### src/logic/dcp_pkg.sv
// Shared constants for the dual codec power and reset controller
package dcp_pkg;
    // Register indices; byte address is four times the index
    localparam int REG_NUM = 18;
    localparam logic [4:0] IDX_CODEC1_CTRL = 5'h02;
    localparam logic [4:0] IDX_GAIN1 = 5'h04;
    localparam logic [4:0] IDX_CODEC2_CTRL = 5'h07;
    localparam logic [4:0] IDX_GAIN2 = 5'h09;
    localparam logic [4:0] IDX_SPK_DRV = 5'h0B;
    localparam logic [4:0] IDX_HND_DRV = 5'h0D;
    localparam logic [4:0] IDX_ANALOG = 5'h0E;
    localparam logic [4:0] IDX_STATUS = 5'h12;
    localparam logic [4:0] IDX_LAST_RW = 5'h11;
    // Fields of the codec control registers (2 and 7)
    localparam int BIT_CODEC_PD = 0;
    localparam int BIT_SW_RESET = 1;
    localparam int BIT_DIG_LOOP = 2;
    localparam int BIT_ANA_LOOP = 3;
    // Fields of drivers and analog register
    localparam int BIT_DRV_PD = 0;
    localparam int BIT_HDS_PD = 0;
    localparam int BIT_LINE_PD = 1;
    localparam int BIT_MASTER_PD = 7;
    localparam int GAIN_W = 6;
    // Registers restored by each software reset (bit n = register n)
    localparam logic [17:0] GROUP1_MASK = 18'h0803E;
    localparam logic [17:0] GROUP2_MASK = 18'h37FC0;
    // Value of every register after reset
    localparam logic [7:0] REG_RESET = 8'h00;
    // Serial frame shape
    localparam int FRAME_BITS = 256;
    localparam int SLOT_BITS = 16;
    localparam int SAMPLE_W = 16;
    localparam logic [3:0] SLOT_CTRL = 4'h0;
    localparam logic [3:0] SLOT_CODEC1 = 4'h2;
    localparam logic [3:0] SLOT_CODEC2 = 4'h3;
    // Control word: bit 15 write, bits 12:8 index, bits 7:0 data
    localparam int CW_WRITE = 15;
    localparam int CW_IDX_LO = 8;
    // Defaults of the top parameters
    localparam int OSR_DEFAULT = 64;
    localparam int TICK_DIV_DEFAULT = 4;
endpackage

### src/logic/dcp_codec_if.sv
// Link between the controller core and one playback interpolator
`timescale 1ns/1ps
interface dcp_codec_if;
    logic [15:0] sample;
    logic load;
    logic clear;
    logic tick;
    logic [15:0] out_sample;
    logic out_strobe;
    modport ctrl (output sample, output load, output clear, output tick,
                  input out_sample, input out_strobe);
    modport interp (input sample, input load, input clear, input tick,
                    output out_sample, output out_strobe);
endinterface

### src/logic/dcp_power_reset_ctrl.sv
// Dual codec playback intake, loopback, power-down and reset control
//
// How it works
// - Playback words are 16-bit two's complement
// - Data bit captured on bit clock fall
// - Words arrive MSB first, LSB last
// - Interpolator sends each sample then N-1 zeros
// - Output gain from register 4 and 9
// - Digital loopback feeds recording word to playback
// - Analog loopback feeds playback back to recording
// - Power-down pin keeps serial and control alive
// - Pin power-down clears counters, keeps registers
// - Codec power-down clears counters, analog untouched
// - Codec power-down bits in registers 2, 7
// - Register 14 master bit shuts analog off
// - Driver power-down bits in 13, 11, 14
// - Reset puts every register at default
// - Reset bit in 2 or 7 resets codec
// - Data accepted again from the next frame
// - Reset via 2 restores 1-5 and 15
// - Reset via 7 restores 6-14, 16, 17
// - Frame of 256 bits, sixteen 16-bit slots
// - Serial control only with select pin low
`timescale 1ns/1ps
module dcp_power_reset_ctrl #(
    parameter int OSR = dcp_pkg::OSR_DEFAULT,
    parameter int TICK_DIV = dcp_pkg::TICK_DIV_DEFAULT
) (
    input wire logic mclk,
    input wire logic rst,
    input wire logic psel,
    input wire logic penable,
    input wire logic pwrite,
    input wire logic [7:0] paddr,
    input wire logic [31:0] pwdata,
    output logic [31:0] prdata,
    output logic pready,
    output logic pslverr,
    input wire logic bclk,
    input wire logic frame_sync_pulse,
    input wire logic din,
    input wire logic power_down_pin,
    input wire logic ctrl_sel_n,
    input wire logic [1:0][15:0] adc_word,
    input wire logic [1:0] adc_valid,
    output logic [1:0][15:0] dac_sample,
    output logic [1:0] dac_strobe,
    output logic [5:0] amp_gain1,
    output logic [5:0] amp_gain2,
    output logic speaker_drv_off,
    output logic handset_drv_off,
    output logic headset_drv_off,
    output logic line_drv_off,
    output logic analog_off,
    output logic [1:0] analog_loop,
    output logic [1:0] codec_run
);
    localparam int TW = (TICK_DIV > 1) ? $clog2(TICK_DIV) : 1;
    localparam logic [TW-1:0] TICK_LAST = TW'(TICK_DIV - 1);
    localparam logic [4:0] CTRL_IDX [2] =
        '{dcp_pkg::IDX_CODEC1_CTRL, dcp_pkg::IDX_CODEC2_CTRL};
    localparam logic [17:0] GROUP_MASK [2] =
        '{dcp_pkg::GROUP1_MASK, dcp_pkg::GROUP2_MASK};
    localparam logic [3:0] DATA_SLOT [2] =
        '{dcp_pkg::SLOT_CODEC1, dcp_pkg::SLOT_CODEC2};

    // Pin synchronisers: stage one is read only by stage two
    logic [4:0] pin_raw;
    logic [4:0] sync1;
    logic [4:0] sync2;
    assign pin_raw = {ctrl_sel_n, power_down_pin, din, frame_sync_pulse,
                      bclk};

    always_ff @(posedge mclk or posedge rst) begin
        if (rst) begin
            sync1 <= 5'h10;
            sync2 <= 5'h10;
        end else begin
            sync1 <= pin_raw;
            sync2 <= sync1;
        end
    end

    logic bclk_s;
    logic frame_sync_pulse_s;
    logic din_s;
    logic hw_pd;
    logic ctrl_sel_n_s;
    assign bclk_s = sync2[0];
    assign frame_sync_pulse_s = sync2[1];
    assign din_s = sync2[2];
    assign hw_pd = sync2[3];
    assign ctrl_sel_n_s = sync2[4];

    // Serial receiver state
    logic bclk_d;
    logic framed;
    logic [7:0] bit_cnt;
    logic [15:0] shreg;
    logic word_done;
    logic [3:0] word_slot;
    logic [15:0] word;
    logic frame_start;
    logic next_bclk_d;
    logic next_framed;
    logic [7:0] next_bit_cnt;
    logic [15:0] next_shreg;
    logic next_word_done;
    logic [3:0] next_word_slot;
    logic [15:0] next_word;
    logic next_frame_start;
    logic bclk_fall;
    logic [7:0] cur_bit;

    always_comb begin
        next_bclk_d = bclk_s;
        next_framed = framed;
        next_bit_cnt = bit_cnt;
        next_shreg = shreg;
        next_word_done = 1'b0;
        next_word_slot = word_slot;
        next_word = word;
        next_frame_start = 1'b0;
        bclk_fall = bclk_d & ~bclk_s;
        // A sync seen at a falling edge makes that bit the frame's first
        cur_bit = frame_sync_pulse_s ? 8'h00 : bit_cnt;
        if (bclk_fall) begin
            next_shreg = {shreg[14:0], din_s};
            next_bit_cnt = cur_bit + 8'h01;
            if (frame_sync_pulse_s) begin
                next_framed = 1'b1;
                next_frame_start = 1'b1;
            end
            if (cur_bit[3:0] == 4'hF && (framed || frame_sync_pulse_s)) begin
                next_word_done = 1'b1;
                next_word_slot = cur_bit[7:4];
                next_word = {shreg[14:0], din_s};
            end
        end
    end

    always_ff @(posedge mclk or posedge rst) begin
        if (rst) begin
            bclk_d <= 1'b0;
            framed <= 1'b0;
            bit_cnt <= 8'h00;
            shreg <= 16'h0000;
            word_done <= 1'b0;
            word_slot <= 4'h0;
            word <= 16'h0000;
            frame_start <= 1'b0;
        end else begin
            // Serial side keeps running through pin power-down
            bclk_d <= next_bclk_d;
            framed <= next_framed;
            bit_cnt <= next_bit_cnt;
            shreg <= next_shreg;
            word_done <= next_word_done;
            word_slot <= next_word_slot;
            word <= next_word;
            frame_start <= next_frame_start;
        end
    end

    // Register file, APB slave and software reset
    logic [7:0] regs [1:17];
    logic [1:0] sw_hold;
    logic [31:0] next_prdata;
    logic next_pready;
    logic next_pslverr;
    logic [7:0] next_regs [1:17];
    logic [1:0] next_sw_hold;
    logic [4:0] apb_idx;
    logic apb_ok;
    logic apb_take;
    logic wr_en;
    logic [4:0] wr_idx;
    logic [7:0] wr_data;
    logic [7:0] status;

    always_comb begin
        apb_idx = paddr[6:2];
        apb_ok = (paddr[1:0] == 2'b00) && (paddr[7] == 1'b0) &&
                 (apb_idx != 5'h00) && (apb_idx <= dcp_pkg::IDX_STATUS);
        apb_take = psel & penable & pready;
        status = {2'b00, codec_run, sw_hold, framed, hw_pd};
        next_prdata = prdata;
        next_pslverr = 1'b0;
        next_pready = psel & penable & ~pready;
        if (psel && penable && !pready) begin
            next_prdata = 32'h0000_0000;
            next_pslverr = ~apb_ok;
            if (apb_ok && !pwrite) begin
                if (apb_idx == dcp_pkg::IDX_STATUS) begin
                    next_prdata = {24'h000000, status};
                end else begin
                    next_prdata = {24'h000000, regs[apb_idx]};
                end
            end
        end
        // Bus write wins the cycle over a serial control word
        wr_en = 1'b0;
        wr_idx = apb_idx;
        wr_data = pwdata[7:0];
        if (apb_take && pwrite && apb_ok &&
            apb_idx <= dcp_pkg::IDX_LAST_RW) begin
            wr_en = 1'b1;
        end else if (word_done && word_slot == dcp_pkg::SLOT_CTRL &&
                     !ctrl_sel_n_s && word[dcp_pkg::CW_WRITE]) begin
            wr_idx = word[dcp_pkg::CW_IDX_LO +: 5];
            wr_data = word[7:0];
            wr_en = (wr_idx != 5'h00) && (wr_idx <= dcp_pkg::IDX_LAST_RW);
        end
        for (int r = 1; r <= 17; r++) begin
            next_regs[r] = regs[r];
        end
        next_sw_hold = sw_hold;
        // Hold ends at the next frame start; a fresh reset wins
        if (frame_start) begin
            next_sw_hold = 2'b00;
        end
        if (wr_en) begin
            next_regs[wr_idx] = wr_data;
        end
        for (int c = 0; c < 2; c++) begin
            if (wr_en && wr_idx == CTRL_IDX[c] &&
                wr_data[dcp_pkg::BIT_SW_RESET]) begin
                next_sw_hold[c] = 1'b1;
                for (int r = 1; r <= 17; r++) begin
                    if (GROUP_MASK[c][r]) begin
                        next_regs[r] = dcp_pkg::REG_RESET;
                    end
                end
            end
        end
    end

    always_ff @(posedge mclk or posedge rst) begin
        if (rst) begin
            for (int r = 1; r <= 17; r++) begin
                regs[r] <= dcp_pkg::REG_RESET;
            end
            sw_hold <= 2'b00;
            prdata <= 32'h0000_0000;
            pready <= 1'b0;
            pslverr <= 1'b0;
        end else begin
            // Pin power-down never touches the registers
            for (int r = 1; r <= 17; r++) begin
                regs[r] <= next_regs[r];
            end
            sw_hold <= next_sw_hold;
            prdata <= next_prdata;
            pready <= next_pready;
            pslverr <= next_pslverr;
        end
    end

    // Modulator rate enable shared by both interpolators
    logic [TW-1:0] tick_cnt;
    logic tick;
    logic [TW-1:0] next_tick_cnt;
    logic next_tick;

    always_comb begin
        next_tick = (tick_cnt == TICK_LAST);
        next_tick_cnt = next_tick ? '0 : tick_cnt + 1'b1;
        if (hw_pd) begin
            next_tick_cnt = '0;
            next_tick = 1'b0;
        end
    end

    always_ff @(posedge mclk or posedge rst) begin
        if (rst) begin
            tick_cnt <= '0;
            tick <= 1'b0;
        end else begin
            tick_cnt <= next_tick_cnt;
            tick <= next_tick;
        end
    end

    // Per-codec playback path
    logic [1:0] active;
    dcp_codec_if cif [2] ();

    for (genvar c = 0; c < 2; c++) begin : g_codec
        logic [7:0] ctrl;
        logic dig_loop;
        assign ctrl = regs[CTRL_IDX[c]];
        assign dig_loop = ctrl[dcp_pkg::BIT_DIG_LOOP];
        // Counters cleared on either power-down or a pending reset
        assign active[c] = ~ctrl[dcp_pkg::BIT_CODEC_PD] & ~hw_pd &
                           ~sw_hold[c];
        assign cif[c].clear = ~active[c];
        assign cif[c].tick = tick;
        assign cif[c].sample = dig_loop ? adc_word[c] : word;
        assign cif[c].load = active[c] & (dig_loop ? adc_valid[c] :
                             (word_done && word_slot == DATA_SLOT[c]));
        dcp_interp #(.OSR(OSR)) u_interp (
            .mclk(mclk),
            .rst(rst),
            .cif(cif[c])
        );
        assign dac_sample[c] = cif[c].out_sample;
        assign dac_strobe[c] = cif[c].out_strobe;
    end

    // Registered analog controls
    logic [7:0] ana;
    logic [5:0] next_amp_gain1;
    logic [5:0] next_amp_gain2;
    logic next_spk;
    logic next_hnd;
    logic next_hds;
    logic next_line;
    logic next_analog_off;
    logic [1:0] next_analog_loop;

    always_comb begin
        ana = regs[dcp_pkg::IDX_ANALOG];
        next_amp_gain1 = regs[dcp_pkg::IDX_GAIN1][5:0];
        next_amp_gain2 = regs[dcp_pkg::IDX_GAIN2][5:0];
        next_spk = regs[dcp_pkg::IDX_SPK_DRV][dcp_pkg::BIT_DRV_PD];
        next_hnd = regs[dcp_pkg::IDX_HND_DRV][dcp_pkg::BIT_DRV_PD];
        next_hds = ana[dcp_pkg::BIT_HDS_PD];
        next_line = ana[dcp_pkg::BIT_LINE_PD];
        next_analog_off = ana[dcp_pkg::BIT_MASTER_PD] | hw_pd;
        next_analog_loop[0] =
            regs[dcp_pkg::IDX_CODEC1_CTRL][dcp_pkg::BIT_ANA_LOOP];
        next_analog_loop[1] =
            regs[dcp_pkg::IDX_CODEC2_CTRL][dcp_pkg::BIT_ANA_LOOP];
    end

    always_ff @(posedge mclk or posedge rst) begin
        if (rst) begin
            amp_gain1 <= 6'h00;
            amp_gain2 <= 6'h00;
            speaker_drv_off <= 1'b0;
            handset_drv_off <= 1'b0;
            headset_drv_off <= 1'b0;
            line_drv_off <= 1'b0;
            analog_off <= 1'b0;
            analog_loop <= 2'b00;
            codec_run <= 2'b00;
        end else begin
            amp_gain1 <= next_amp_gain1;
            amp_gain2 <= next_amp_gain2;
            speaker_drv_off <= next_spk;
            handset_drv_off <= next_hnd;
            headset_drv_off <= next_hds;
            line_drv_off <= next_line;
            analog_off <= next_analog_off;
            analog_loop <= next_analog_loop;
            codec_run <= active;
        end
    end
endmodule

### src/logic/dcp_interp.sv
// Zero-stuffing interpolator for one playback channel
`timescale 1ns/1ps
module dcp_interp #(
    parameter int OSR = dcp_pkg::OSR_DEFAULT
) (
    input wire logic mclk,
    input wire logic rst,
    dcp_codec_if.interp cif
);
    localparam int PW = (OSR > 1) ? $clog2(OSR) : 1;
    localparam logic [PW-1:0] PHASE_LAST = PW'(OSR - 1);

    logic [15:0] hold;
    logic [PW-1:0] phase;
    logic [15:0] out_sample;
    logic out_strobe;
    logic [15:0] next_hold;
    logic [PW-1:0] next_phase;
    logic [15:0] next_out_sample;
    logic next_out_strobe;

    always_comb begin
        next_hold = hold;
        next_phase = phase;
        next_out_sample = out_sample;
        next_out_strobe = 1'b0;
        if (cif.clear) begin
            // Counters cleared; the held word and output word are dropped as well
            next_phase = '0;
            next_hold = 16'h0000;
            next_out_sample = 16'h0000;
        end else begin
            if (cif.tick) begin
                // N output words per input word: sample then N-1 zeros
                next_out_strobe = 1'b1;
                next_out_sample = (phase == '0) ? hold : 16'h0000;
                next_phase = (phase == PHASE_LAST) ? '0 : phase + 1'b1;
            end
            if (cif.load) begin
                next_hold = cif.sample;
                next_phase = '0;
            end
        end
    end

    always_ff @(posedge mclk or posedge rst) begin
        if (rst) begin
            hold <= 16'h0000;
            phase <= '0;
            out_sample <= 16'h0000;
            out_strobe <= 1'b0;
        end else begin
            hold <= next_hold;
            phase <= next_phase;
            out_sample <= next_out_sample;
            out_strobe <= next_out_strobe;
        end
    end

    assign cif.out_sample = out_sample;
    assign cif.out_strobe = out_strobe;
endmodule

### config.mk
export PLATFORM = sky130hd
export DESIGN_NAME = dcp_power_reset_ctrl
export DESIGN_NICKNAME = d
export VERILOG_FILES = /design/src/logic/dcp_pkg.sv /design/src/logic/dcp_codec_if.sv /design/src/logic/dcp_power_reset_ctrl.sv /design/src/logic/dcp_interp.sv
export SDC_FILE = /design/constraint.sdc
export NUM_CORES = 1
export LEC_CHECK = 0
export ABC_AREA = 0
export BUFFER_PORTS_ARGS = -buffer_cell sky130_fd_sc_hd__buf_2
export CORE_ASPECT_RATIO = 1.75
export CORE_MARGIN = 2
export CORE_UTILIZATION = 50
export DETAILED_ROUTE_END_ITERATION = 7
export PLACE_DENSITY = 0.74
export SLEW_MARGIN = 25
export SYNTH_ARGS = -nofsm -noshare
export SYNTH_HDL_FRONTEND = slang
export SYNTH_SLANG_ARGS = --single-unit
### constraint.sdc
create_clock -name mclk -period 15.36 [get_ports mclk]
set_input_delay 1.536 -clock mclk [delete_from_list [all_inputs] [get_ports mclk]]
set_output_delay 1.536 -clock mclk [all_outputs]
set_load 0.1 [all_outputs]
==> summary.txt, run 1 <==
Run status
  • Status: finished, final reports clean

Floorplanning
  • Initial cell density of the core: 50.7%
  • Die area: 30300 sq um
  • Core ar.: 28500 sq um
  • Die X: 132 um
  • Site Rows: 82
  • Num ports: 173
  • Height of the die: 229 um

Yosys
  • Post-synth EDFFs: 0
  • Mapped Avg Cell Area: 11.3 sq um
  • Ys async rst share: 100%
  • Post-synthesis cell area: 14400 sq um
  • Synth area leaders: dfrtp_1 (53%), mux2i_1 (10%), nor2_1 (4.8%)
  • Largest area contributor in the netlist: dfrtp_1
  • Yosys Warn Count: 0
  • Yosys reg bits: 307
  • Count leader, synth: dfrtp_1
  • Yosys top cell area share: 52.8%
  • Synth unique cells: 81
  • Post-Syn Instances: 1273
  • Synth Flop Type: dfrtp_1
  • Register area share after synthesis: 53.2%
  • Top cells by count, synth: dfrtp_1 (305), nor2_1 (185), mux2i_1 (147)

Clock tree
  • Hold Buf Count CTS: 0
  • Worst-skew pair later-pin latency: 0.56 ns
  • H-tree Lvls: 1
  • # clock sinks: 307
  • Post-CTS Setup Inserts: 0
  • Clock tree buffer depth: 3
  • Root buf cell: clkbuf_16
  • Clock-pin slew on the worst setup and hold paths: 0.07 ns
  • Inserted Clock Buffers: 27
  • CTS tree: yes
  • CTS resizes: 0

Worst hold path
  • Min-Delay Startpoint: sync1[1]
  • HP Class: flip-flop to flip-flop
  • Hold Crit Depth: 0

STA
  • Clk_skew: 0.0139 ns
  • Final min period: 4.28 ns
  • # setup viols final: 0
  • RSZ-0062 raised after global routing: false
  • Final Slew Violations: 0
  • Slew of the pin with the lowest slew margin: 0.893 ns
  • Setup TNS: 0 ns
  • Tcrit/Tclk final: 27.9%
  • Hold WS: 0.347 ns
  • Slew HR: 39.7%
  • Hold Fails Final Rpt: 0
  • Peak Freq: 233 MHz

Pwr
  • Pwr Density: 103 nW/um^2
  • Peak supply drop: 0.0000770 V
  • Leak: 8.32 nW
  • Design Power: 1.67 mW

Cells and area
  • Number of fill cells: 2432
  • Storage element area: 7680 sq um
  • Final #Nets: 1453
  • Syn-to-layout area delta: 12.5%
  • Area of the multi-input gates: 6260 sq um
  • Final core utilization: 57.0%
  • Non-filler cells, final: 1760
  • Share of layout cells above drive strength 1: 21.3%
  • Ant diodes: 0

Placed design
  • GP Congestion: 0.980
  • PortBufs: 124
  • Placed cell count: 1711
  • Final HPWL DP: 26600 um

Worst setup path
  • Kind of critical path: input port to flip-flop
  • Startpoint Class: input port
  • Worst R2R Setup Slack: 12.11 ns
  • Crit path arrival time: 4.75 ns
  • CP required: 15.83 ns
  • Worst Setup End Kind: flip-flop
  • RR Startpoint: word_slot[2]
  • R2R depth: 6
  • Setup crit start: paddr[2]
  • Crit path max fanout: 47

Routing
  • First-pass iteration count of the detailed router: 5
  • Vias: 10300
  • Final WL: 38100 um
  • Antenna viol nets, final: 0
  • DRT iter0 DRCs: 689
  • DRC: 0
  • Wire per inst: 21.6 um
  • Via density: 5.83

Global routing
  • First-pass GRT wire length: 59900 um
  • Initial antenna violation count: 0
  • M2 GR Usage: 44.4%
  • Total Routing Usage GR: 25.3%
  • Largest net degree at the start of global routing: 141
  • Number of global-route vias before repair: 10600
  • Total grt overflow: 0
  • M1 GR Usage: 29.0%
  • Global-route track usage on met3: 3.37%
  • Gr busiest metal: met2

Run
  • Max-cap violations: 0
==> path summary, 6_finish.rpt <==
path | endpoint
worst max-delay path | g_codec[0].ctrl[0]
worst min-delay path | sync2[1]
worst max register to register | g_codec[0].ctrl[0]
worst min register to register | sync2[1]
max in group asynchronous | g_codec[1].u_interp.hold[6]
min in group asynchronous | bit_cnt[5]
==> logic make-up (layout without fill, tap and decap cells) <==
kind of cell,Yosys count,count (layout),synth area share [%]
adders and majority gates,6,6,0.520
muxes,206,206,16.8
buffers and inverters,126,212,4.37
DFF,307,307,53.2
other,1,24,0.0260
AOI/OAI and AO/OA,206,206,11.8
and+or+nand+nor,413,413,12.8
xor gates and xnor gates,8,8,0.485
==> layout make-up <==
class	instances	area share, %
Clock buffer	39	4.80
Sequential cell	307	47.3
Clock inverter	9	0.970
Tap cell	378	2.91
Inverter	16	0.416
Timing Repair Buffer	148	5.15
Multi-Input combinational cell	863	38.5
==> state kept, by name, summed over array words and instances, names as in the netlist, 8 cells and up <==
register,cells
g_codec.ctrl,16
g_codec.u_interp.phase,12
shreg,15
prdata,8
regs,98
word,16
g_codec.u_interp.hold,32
ana,8
g_codec.u_interp.cif.out_sample,32
bit_cnt,8
==> power by group <==
group | internal, mW | total, mW | switching, mW
logic | 0.0267 | 0.122 | 0.0955
clock network | 0.421 | 0.717 | 0.297
registers | 0.822 | 0.833 | 0.0113
==> per-layer routing <==
layer,wire (um),vias up
met5,0,-
met4,2500,0
met3,1670,102
met2,19700,311
met1,14200,5171
li1,-,4669
==> cells in the final DEF (no fill, tap or decap), types with 7 or more instances in the layout <==
master / n
dfrtp_1: 305
nor2_1: 184
mux2i_1: 147
buf_2: 124
nand2_1: 112
a211oi_1: 43
a22o_1: 35
mux2_2: 32
o21ai_0: 32
clkbuf_16: 27
mux4_2: 26
conb_1: 24
nand3_1: 22
buf_4: 21
inv_1: 15
nand2b_1: 13
nor3_1: 12
a21oi_1: 12
nor2b_1: 10
nand3b_1: 9
o21ai_1: 8
nor4_1: 8
xor2_1: 7
==> critical path: stages <==
cell and delay, ns:
buf_2 0.10, buf_4 0.35, nor2_1 0.68, a22oi_4 0.30
a21oi_4 0.65, mux2i_2 0.73, nand2_1 0.18, o21ai_0 0.19
==> metrics by stage <==
| stage | worst slack, ns | instance area, sq um |
|---|---|---|
| global placement | 10.65 | 15300 |
| finish | 11.08 | 16300 |
| CTS | 11.16 | 16200 |
| detailed placement | 10.59 | 15300 |
| floorplan | 5.34 | 14500 |
| global route | 10.92 | 16300 |
No activity file was read; power rests on OpenSTA's default activity.
==> run 2: changes to the inputs <==
--- a/config.mk
+++ b/config.mk
@@ -5,13 +5,13 @@
 export SDC_FILE = /design/constraint.sdc
 export NUM_CORES = 1
 export LEC_CHECK = 0
-export ABC_AREA = 0
+export ABC_AREA = 1
 export BUFFER_PORTS_ARGS = -buffer_cell sky130_fd_sc_hd__buf_2
 export CORE_ASPECT_RATIO = 1.75
 export CORE_MARGIN = 2
 export CORE_UTILIZATION = 50
 export DETAILED_ROUTE_END_ITERATION = 7
-export PLACE_DENSITY = 0.74
+export PLACE_DENSITY = 0.77
 export SLEW_MARGIN = 25
 export SYNTH_ARGS = -nofsm -noshare
 export SYNTH_HDL_FRONTEND = slang
==> constraint.sdc (replaced) <==
create_clock -name mclk -period 3.7 [get_ports mclk]
set_input_delay 0.37 -clock mclk [delete_from_list [all_inputs] [get_ports mclk]]
set_output_delay 0.37 -clock mclk [all_outputs]
set_load 0.1 [all_outputs]
==> summary.txt, run 2 <==
Placed design
  • PortBufs: 124
  • Placed cell count: 2373
  • Final HPWL DP: 29900 um
  • Dpl ws: 0.598 ns
  • Placed Area: 16200 sq um
  • GP Congestion: 0.933

Yosys
  • Post-synthesis mux area share: 0.130%
  • Post-Syn Instances: 1935
  • Largest family of logic cells by synthesized area: simple AND/OR/NAND/NOR gates
  • Mapped Avg Cell Area: 7.96 sq um
  • Synth Area in XOR/XNOR: 0.398%
  • Yosys reg bits: 307
  • Post-synthesis adder-cell area fraction: 0.488%
  • Post-synth EDFFs: 0
  • Top cells by count, synth: nand2_1 (393), dfrtp_1 (305), nor2_1 (276)
  • Synth area leaders: dfrtp_1 (50%), nand2_1 (9.6%), nor2_1 (6.7%)
  • Synth unique cells: 45
  • Post-synthesis cell area: 15400 sq um
  • Register area share after synthesis: 49.9%
  • Yosys Warn Count: 0
  • Post-Synth Simple-Gate Area: 28.4%
  • Count leader, synth: nand2_1
  • Largest area contributor in the netlist: dfrtp_1
  • Yosys top cell area share: 49.6%
  • Ys async rst share: 100%
  • Synth Flop Type: dfrtp_1
  • Compound-Gate Fraction of Synth Area: 10.4%

Worst setup path
  • Worst R2R Setup Slack: 0.82 ns
  • RR Startpoint: word_slot[2]
  • CP Capture Point: regs[129]
  • Setup crit start: word_slot[2]
  • R2R depth: 10
  • Crit Reg-Reg Endpoint: regs[129]
  • Worst Setup End Kind: flip-flop
  • Crit path max fanout: 41
  • CP required: 4.14 ns
  • Kind of critical path: flip-flop to flip-flop
  • Crit path arrival time: 3.32 ns
  • Startpoint Class: flip-flop

STA
  • Clk_skew: 0.0153 ns
  • Final min period: 2.88 ns
  • Peak Freq: 347 MHz
  • # setup viols final: 0
  • Setup TNS: 0 ns
  • Tcrit/Tclk final: 77.8%
  • Hold WS: 0.140 ns
  • Final setup margin: 0.820 ns
  • Slew HR: 26.5%
  • Final Slew Violations: 0
  • Slew of the pin with the lowest slew margin: 1.10 ns
  • RSZ-0062 raised after global routing: false
  • Hold Fails Final Rpt: 0

Clock tree
  • Post-CTS Setup Inserts: 0
  • Worst-skew pair later-pin latency: 0.56 ns
  • Clock-pin slew on the worst setup and hold paths: 0.06 ns
  • Inserted Clock Buffers: 28
  • Root buf cell: clkbuf_16
  • H-tree Lvls: 1
  • CTS resizes: 0
  • CTS tree: yes
  • # clock sinks: 307
  • Clock tree buffer depth: 3

Worst hold path
  • Hold Crit Depth: 3
  • HP Class: input port to flip-flop

Floorplanning
  • Height of the die: 236 um
  • Initial cell density of the core: 50.4%
  • Die area: 32300 sq um
  • Site Rows: 85
  • Core ar.: 30500 sq um
  • Num ports: 173
  • Die X: 137 um

Cells and area
  • Most frequent cells in the layout: nand2_1 (393), dfrtp_1 (305), nor2_1 (275)
  • Final instance area: 17200 sq um
  • Max reg flops: 98
  • Top Registers: regs x98, g_codec.u_interp.cif.out_sample x32, g_codec.u_interp.hold x32
  • Final core utilization: 56.4%
  • Syn-to-layout area delta: 11.8%
  • Final #Nets: 2108
  • Biggest register: regs
  • Non-filler cells, final: 2431
  • Share of layout cells above drive strength 1: 13.5%
  • Most common cell after layout, fill and taps aside: nand2_1

Global routing
  • Total grt overflow: 0
  • Initial antenna violation count: 3
  • First-pass GRT wire length: 69700 um
  • Number of global-route vias before repair: 13000
  • Largest net degree at the start of global routing: 90
  • Total Routing Usage GR: 27.6%

Pwr
  • Design Power: 7.28 mW
  • Peak supply drop: 0.000394 V
  • Pwr Density: 423 nW/um^2
  • Leak: 9.40 nW

Routing
  • Final WL: 43600 um
  • First-pass iteration count of the detailed router: 5
  • Antenna viol nets, final: 0
  • Via density: 5.48
  • DRC: 0
  • Wire per inst: 18.0 um
  • DRT iter0 DRCs: 1371
  • Vias: 13300

Run status
  • Status: finished, final reports clean

Run
  • Max-cap violations: 0
-- run 2: changes by cell type after synthesis, sizes merged, moves of 26 or more --
cell    before  now
a211oi      44    0
a21oi       14   47
a22o        35    0
inv         16  237
mux2        32    0
mux2i      148    2
mux4        26    0
nand2      113  416
nand3       22  151
nand4        5   83
nor2       188  294
o21ai       42  188
-- run 2: how the worst min path moves through the flow --
stage | from | endpoint | slack [ns]
after floorplan | sync1[0] | sync2[0] | 0.33
after global placement | sync1[3] | sync2[3] | 0.33
after detailed placement | sync1[0] | sync2[0] | 0.34
after CTS | adc_word[2] | g_codec[0].u_interp.hold[2] | 0.13
after global routing | adc_word[13] | g_codec[0].u_interp.hold[13] | 0.15
final | adc_word[14] | g_codec[0].u_interp.hold[14] | 0.14
-- run 2: cells by family (layout without fill, tap and decap cells) --
group                    count (synthesis)  after routing
AND/OR/NAND/NOR                        956            956
buffers and inverters                  368            446
flip-flops                             307            307
AO/OA/AOI/OAI                          288            288
XOR/XNOR                                 7              7
adder cells (fa/ha/maj)                  6              6
multiplexers                             2              2
other                                    1             28
-- run 2: routing by layer --
layer / share of wire (%) / up-vias / track usage, % / wire [um]
met3: 5.9 / 141 / 3.78 / 2590
met4: 6.9 / 0 / 18.2 / 3000
met2: 51 / 547 / 46.4 / 22300
li1: - / 6351 / - / -
met5: 0 / - / 0 / 0
met1: 36 / 6290 / 32.3 / 15700
-- run 2: report_power, final --
part / internal [mW] / leakage, nW / switching, mW
logic: 0.170 / 5.01 / 0.618
registers: 3.46 / 3.92 / 0.0493
clock network: 1.73 / 0.462 / 1.26
total: 5.36 / 9.40 / 1.92
-- run 2: worst max-delay path, stage by stage (launching register included) --
cell and delay, ns:
dfrtp_1 0.39, nor2_2 0.24, nand2_2 0.13, nor2_8 0.22, nand3_2 0.14, nand2_4 0.37
inv_2 0.21, nor2_8 0.20, nand2_2 0.51, nand3_1 0.27, nand2_1 0.07
-- run 2: timing repair --
item                       4_1_cts  5_1_grt
hold endpoints to repair        29        0
setup endpoints to repair        0        0
hold buffers                     6        0
-- run 2: final cells by class --
| type | instances | area (sq um) |
|---|---|---|
| Sequential cell | 307 | 7680 |
| Timing Repair Buffer | 158 | 928 |
| Fill cell | 2709 | 13300 |
| Clock buffer | 40 | 817 |
| Inverter | 240 | 910 |
| Multi-Input combinational cell | 1283 | 6260 |
| Antenna cell | 4 | 10.0 |
| Tap cell | 391 | 489 |
| Clock inverter | 8 | 115 |
==> run 3: changes to the inputs <==
--- a/config.mk
+++ b/config.mk
@@ -5,7 +5,7 @@
 export SDC_FILE = /design/constraint.sdc
 export NUM_CORES = 1
 export LEC_CHECK = 0
-export ABC_AREA = 1
+export ABC_AREA = 0
 export BUFFER_PORTS_ARGS = -buffer_cell sky130_fd_sc_hd__buf_2
 export CORE_ASPECT_RATIO = 1.75
 export CORE_MARGIN = 2
==> constraint.sdc (replaced) <==
create_clock -name mclk -period 2.4 [get_ports mclk]
set_input_delay 0.24 -clock mclk [delete_from_list [all_inputs] [get_ports mclk]]
set_output_delay 0.24 -clock mclk [all_outputs]
set_load 0.1 [all_outputs]
==> summary.txt, run 3 (synthesis results as in run 1) <==
Placed design
  • PortBufs: 124
  • Placed cell count: 1817
  • GP Congestion: 0.982
  • Dpl ws: -0.184 ns
  • Placed Area: 16300 sq um
  • Final HPWL DP: 30400 um

STA
  • Final min period: 2.32 ns
  • Setup TNS: 0 ns
  • # setup viols final: 0
  • Final setup margin: 0.0825 ns
  • Slew of the pin with the lowest slew margin: 0.832 ns
  • Hold Fails Final Rpt: 0
  • Hold WS: 0.0305 ns
  • Peak Freq: 431 MHz
  • Slew HR: 43.1%
  • Clk_skew: 0.0101 ns
  • Final Slew Violations: 0
  • Tcrit/Tclk final: 96.6%

Floorplanning
  • Initial cell density of the core: 50.7%
  • Height of the die: 229 um
  • Num ports: 173
  • Site Rows: 82
  • Die area: 30300 sq um
  • Core ar.: 28500 sq um
  • Die X: 132 um

Clock tree
  • CTS tree: yes
  • H-tree Lvls: 1
  • Worst-skew pair later-pin latency: 0.55 ns
  • Clock-pin slew on the worst setup and hold paths: 0.07 ns
  • Inserted Clock Buffers: 27
  • # clock sinks: 307
  • Clock tree buffer depth: 3
  • Root buf cell: clkbuf_16

Pwr
  • Sequential power share: 49.6%
  • Comb power frac: 8.2%
  • Pwr Density: 618 nW/um^2
  • Switch share: 24.3%
  • P_sw: 2.61 mW
  • Design Power: 10.8 mW
  • Clock Power Share: 42.2%
  • Int Pwr: 8.15 mW
  • Leak: 8.95 nW
  • Peak supply drop: 0.000447 V

Cells and area
  • Syn-to-layout area delta: 20.5%
  • Final #Nets: 1566
  • Share of layout cells above drive strength 1: 27.6%
  • Most frequent cells in the layout: dfrtp_1 (305), nor2_1 (185), mux2i_1 (147)
  • Number of fill cells: 2296
  • Most common cell after layout, fill and taps aside: dfrtp_1
  • Non-filler cells, final: 1871
  • Max reg flops: 98
  • Ant diodes: 0
  • Final core utilization: 61.0%
  • Biggest register: regs
  • Top Registers: regs x98, g_codec.u_interp.cif.out_sample x32, g_codec.u_interp.hold x32
  • Final instance area: 17400 sq um

Worst setup path
  • Startpoint Class: flip-flop
  • Worst path cell trace: mux4_2 -> nor2_1 -> buf_4 -> a2111oi_0 -> buf_4 -> o221ai_1 -> nand2_1
  • CP required: 2.88 ns
  • Crit-path max cell delay: 0.75 ns
  • Crit path max fanout: 3
  • Kind of critical path: flip-flop to flip-flop
  • CP max-delay cell: a2111oi_0
  • Crit path arrival time: 2.80 ns
  • Worst Setup End Kind: flip-flop
  • Most used cell, CP: buf_4
  • R2R depth: 7

Routing
  • First-pass iteration count of the detailed router: 5
  • Wire per inst: 21.6 um
  • Top sig layer: met4
  • Final WL: 40500 um
  • DRT iter0 DRCs: 652
  • Antenna viol nets, final: 0
  • Via density: 5.77
  • DRC: 0
  • Routed met2 length: 21500 um
  • Met1 WL: 14000 um
  • Met3 Wirelength: 1840 um
  • Vias: 10800

Run status
  • Status: finished, final reports clean

Global routing
  • Number of global-route vias before repair: 11400
  • Total grt overflow: 0
  • Initial antenna violation count: 0
  • Total Routing Usage GR: 27.0%
  • Largest net degree at the start of global routing: 86
  • First-pass GRT wire length: 63500 um

Run
  • Max-cap violations: 0

Worst hold path
  • HP Class: input port to flip-flop
  • Hold Crit Depth: 3
## run 3: cell count changes in the layout (fill, tap and decap cells not counted), sizes merged, moves of 106 or more
cell | before | now
nor2 | 294 | 188
mux2i | 2 | 148
nand2 | 416 | 113
inv | 236 | 15
o21ai | 188 | 42
nand3 | 151 | 22
## run 3: final cells by class
cell class	instances	area (sq um)	share of cell area (%)
well taps	378	473	2.72
flip-flops and latches	307	7680	44.1
multi-input cells	864	6340	36.4
inverters	16	63.8	0.366
repair buffers	260	1940	11.1
clock buffers	36	759	4.36
clock inverters	10	156	0.898
## run 3: power groups by stage
stage          clock network [mW]  registers, mW  logic, mW
5_1_grt                      4.82           5.34      0.950
3_5_place_dp                    0           5.43      0.877
4_1_cts                      4.62           5.33      0.886
2_1_floorplan                   0           5.45      0.560
3_3_place_gp                    0           5.42      0.862
6_report                     4.54           5.33      0.885
## run 3: timing repair
| action | CTS | global route |
|---|---|---|
| cloned | 0 | 1 |
| pin swaps | 1 | 1 |
| hold endpoints to repair | 18 | 0 |
| setup buffers | 0 | 1 |
| hold buffers | 6 | 0 |
| gates resized for setup | 11 | 8 |
| endpoints found under the setup margin | 93 | 72 |
## run 3: worst paths after layout
path                               startpoint                      endpoint  slack [ns]
max in group asynchronous                 rst                       regs[7]        1.29
setup / recovery           g_codec[1].ctrl[0]                     prdata[0]        0.08
hold / removal                   adc_word[12]  g_codec[0].u_interp.hold[12]        0.03
setup reg to reg           g_codec[1].ctrl[0]                     prdata[0]        0.08
hold reg to reg                      sync1[2]                      sync2[2]        0.35
min in group asynchronous                 rst                    bit_cnt[4]        0.27
## run 3: per-layer routing
layer  vias up  global-route usage (%)
li1       4879                       -
met1      5433                    28.2
met2       344                    49.5
met3       131                    3.59
met4         0                    18.8
met5         -                       0
## run 3: worst max-delay path, delay by kind of cell (launching register included)
kind / cells / cell delay, ns
AO/OA/AOI/OAI: 2 / 0.88
buffers and inverters: 2 / 0.36
multiplexers: 1 / 0.33
flip-flops: 1 / 0.53
AND/OR/NAND/NOR: 2 / 0.15
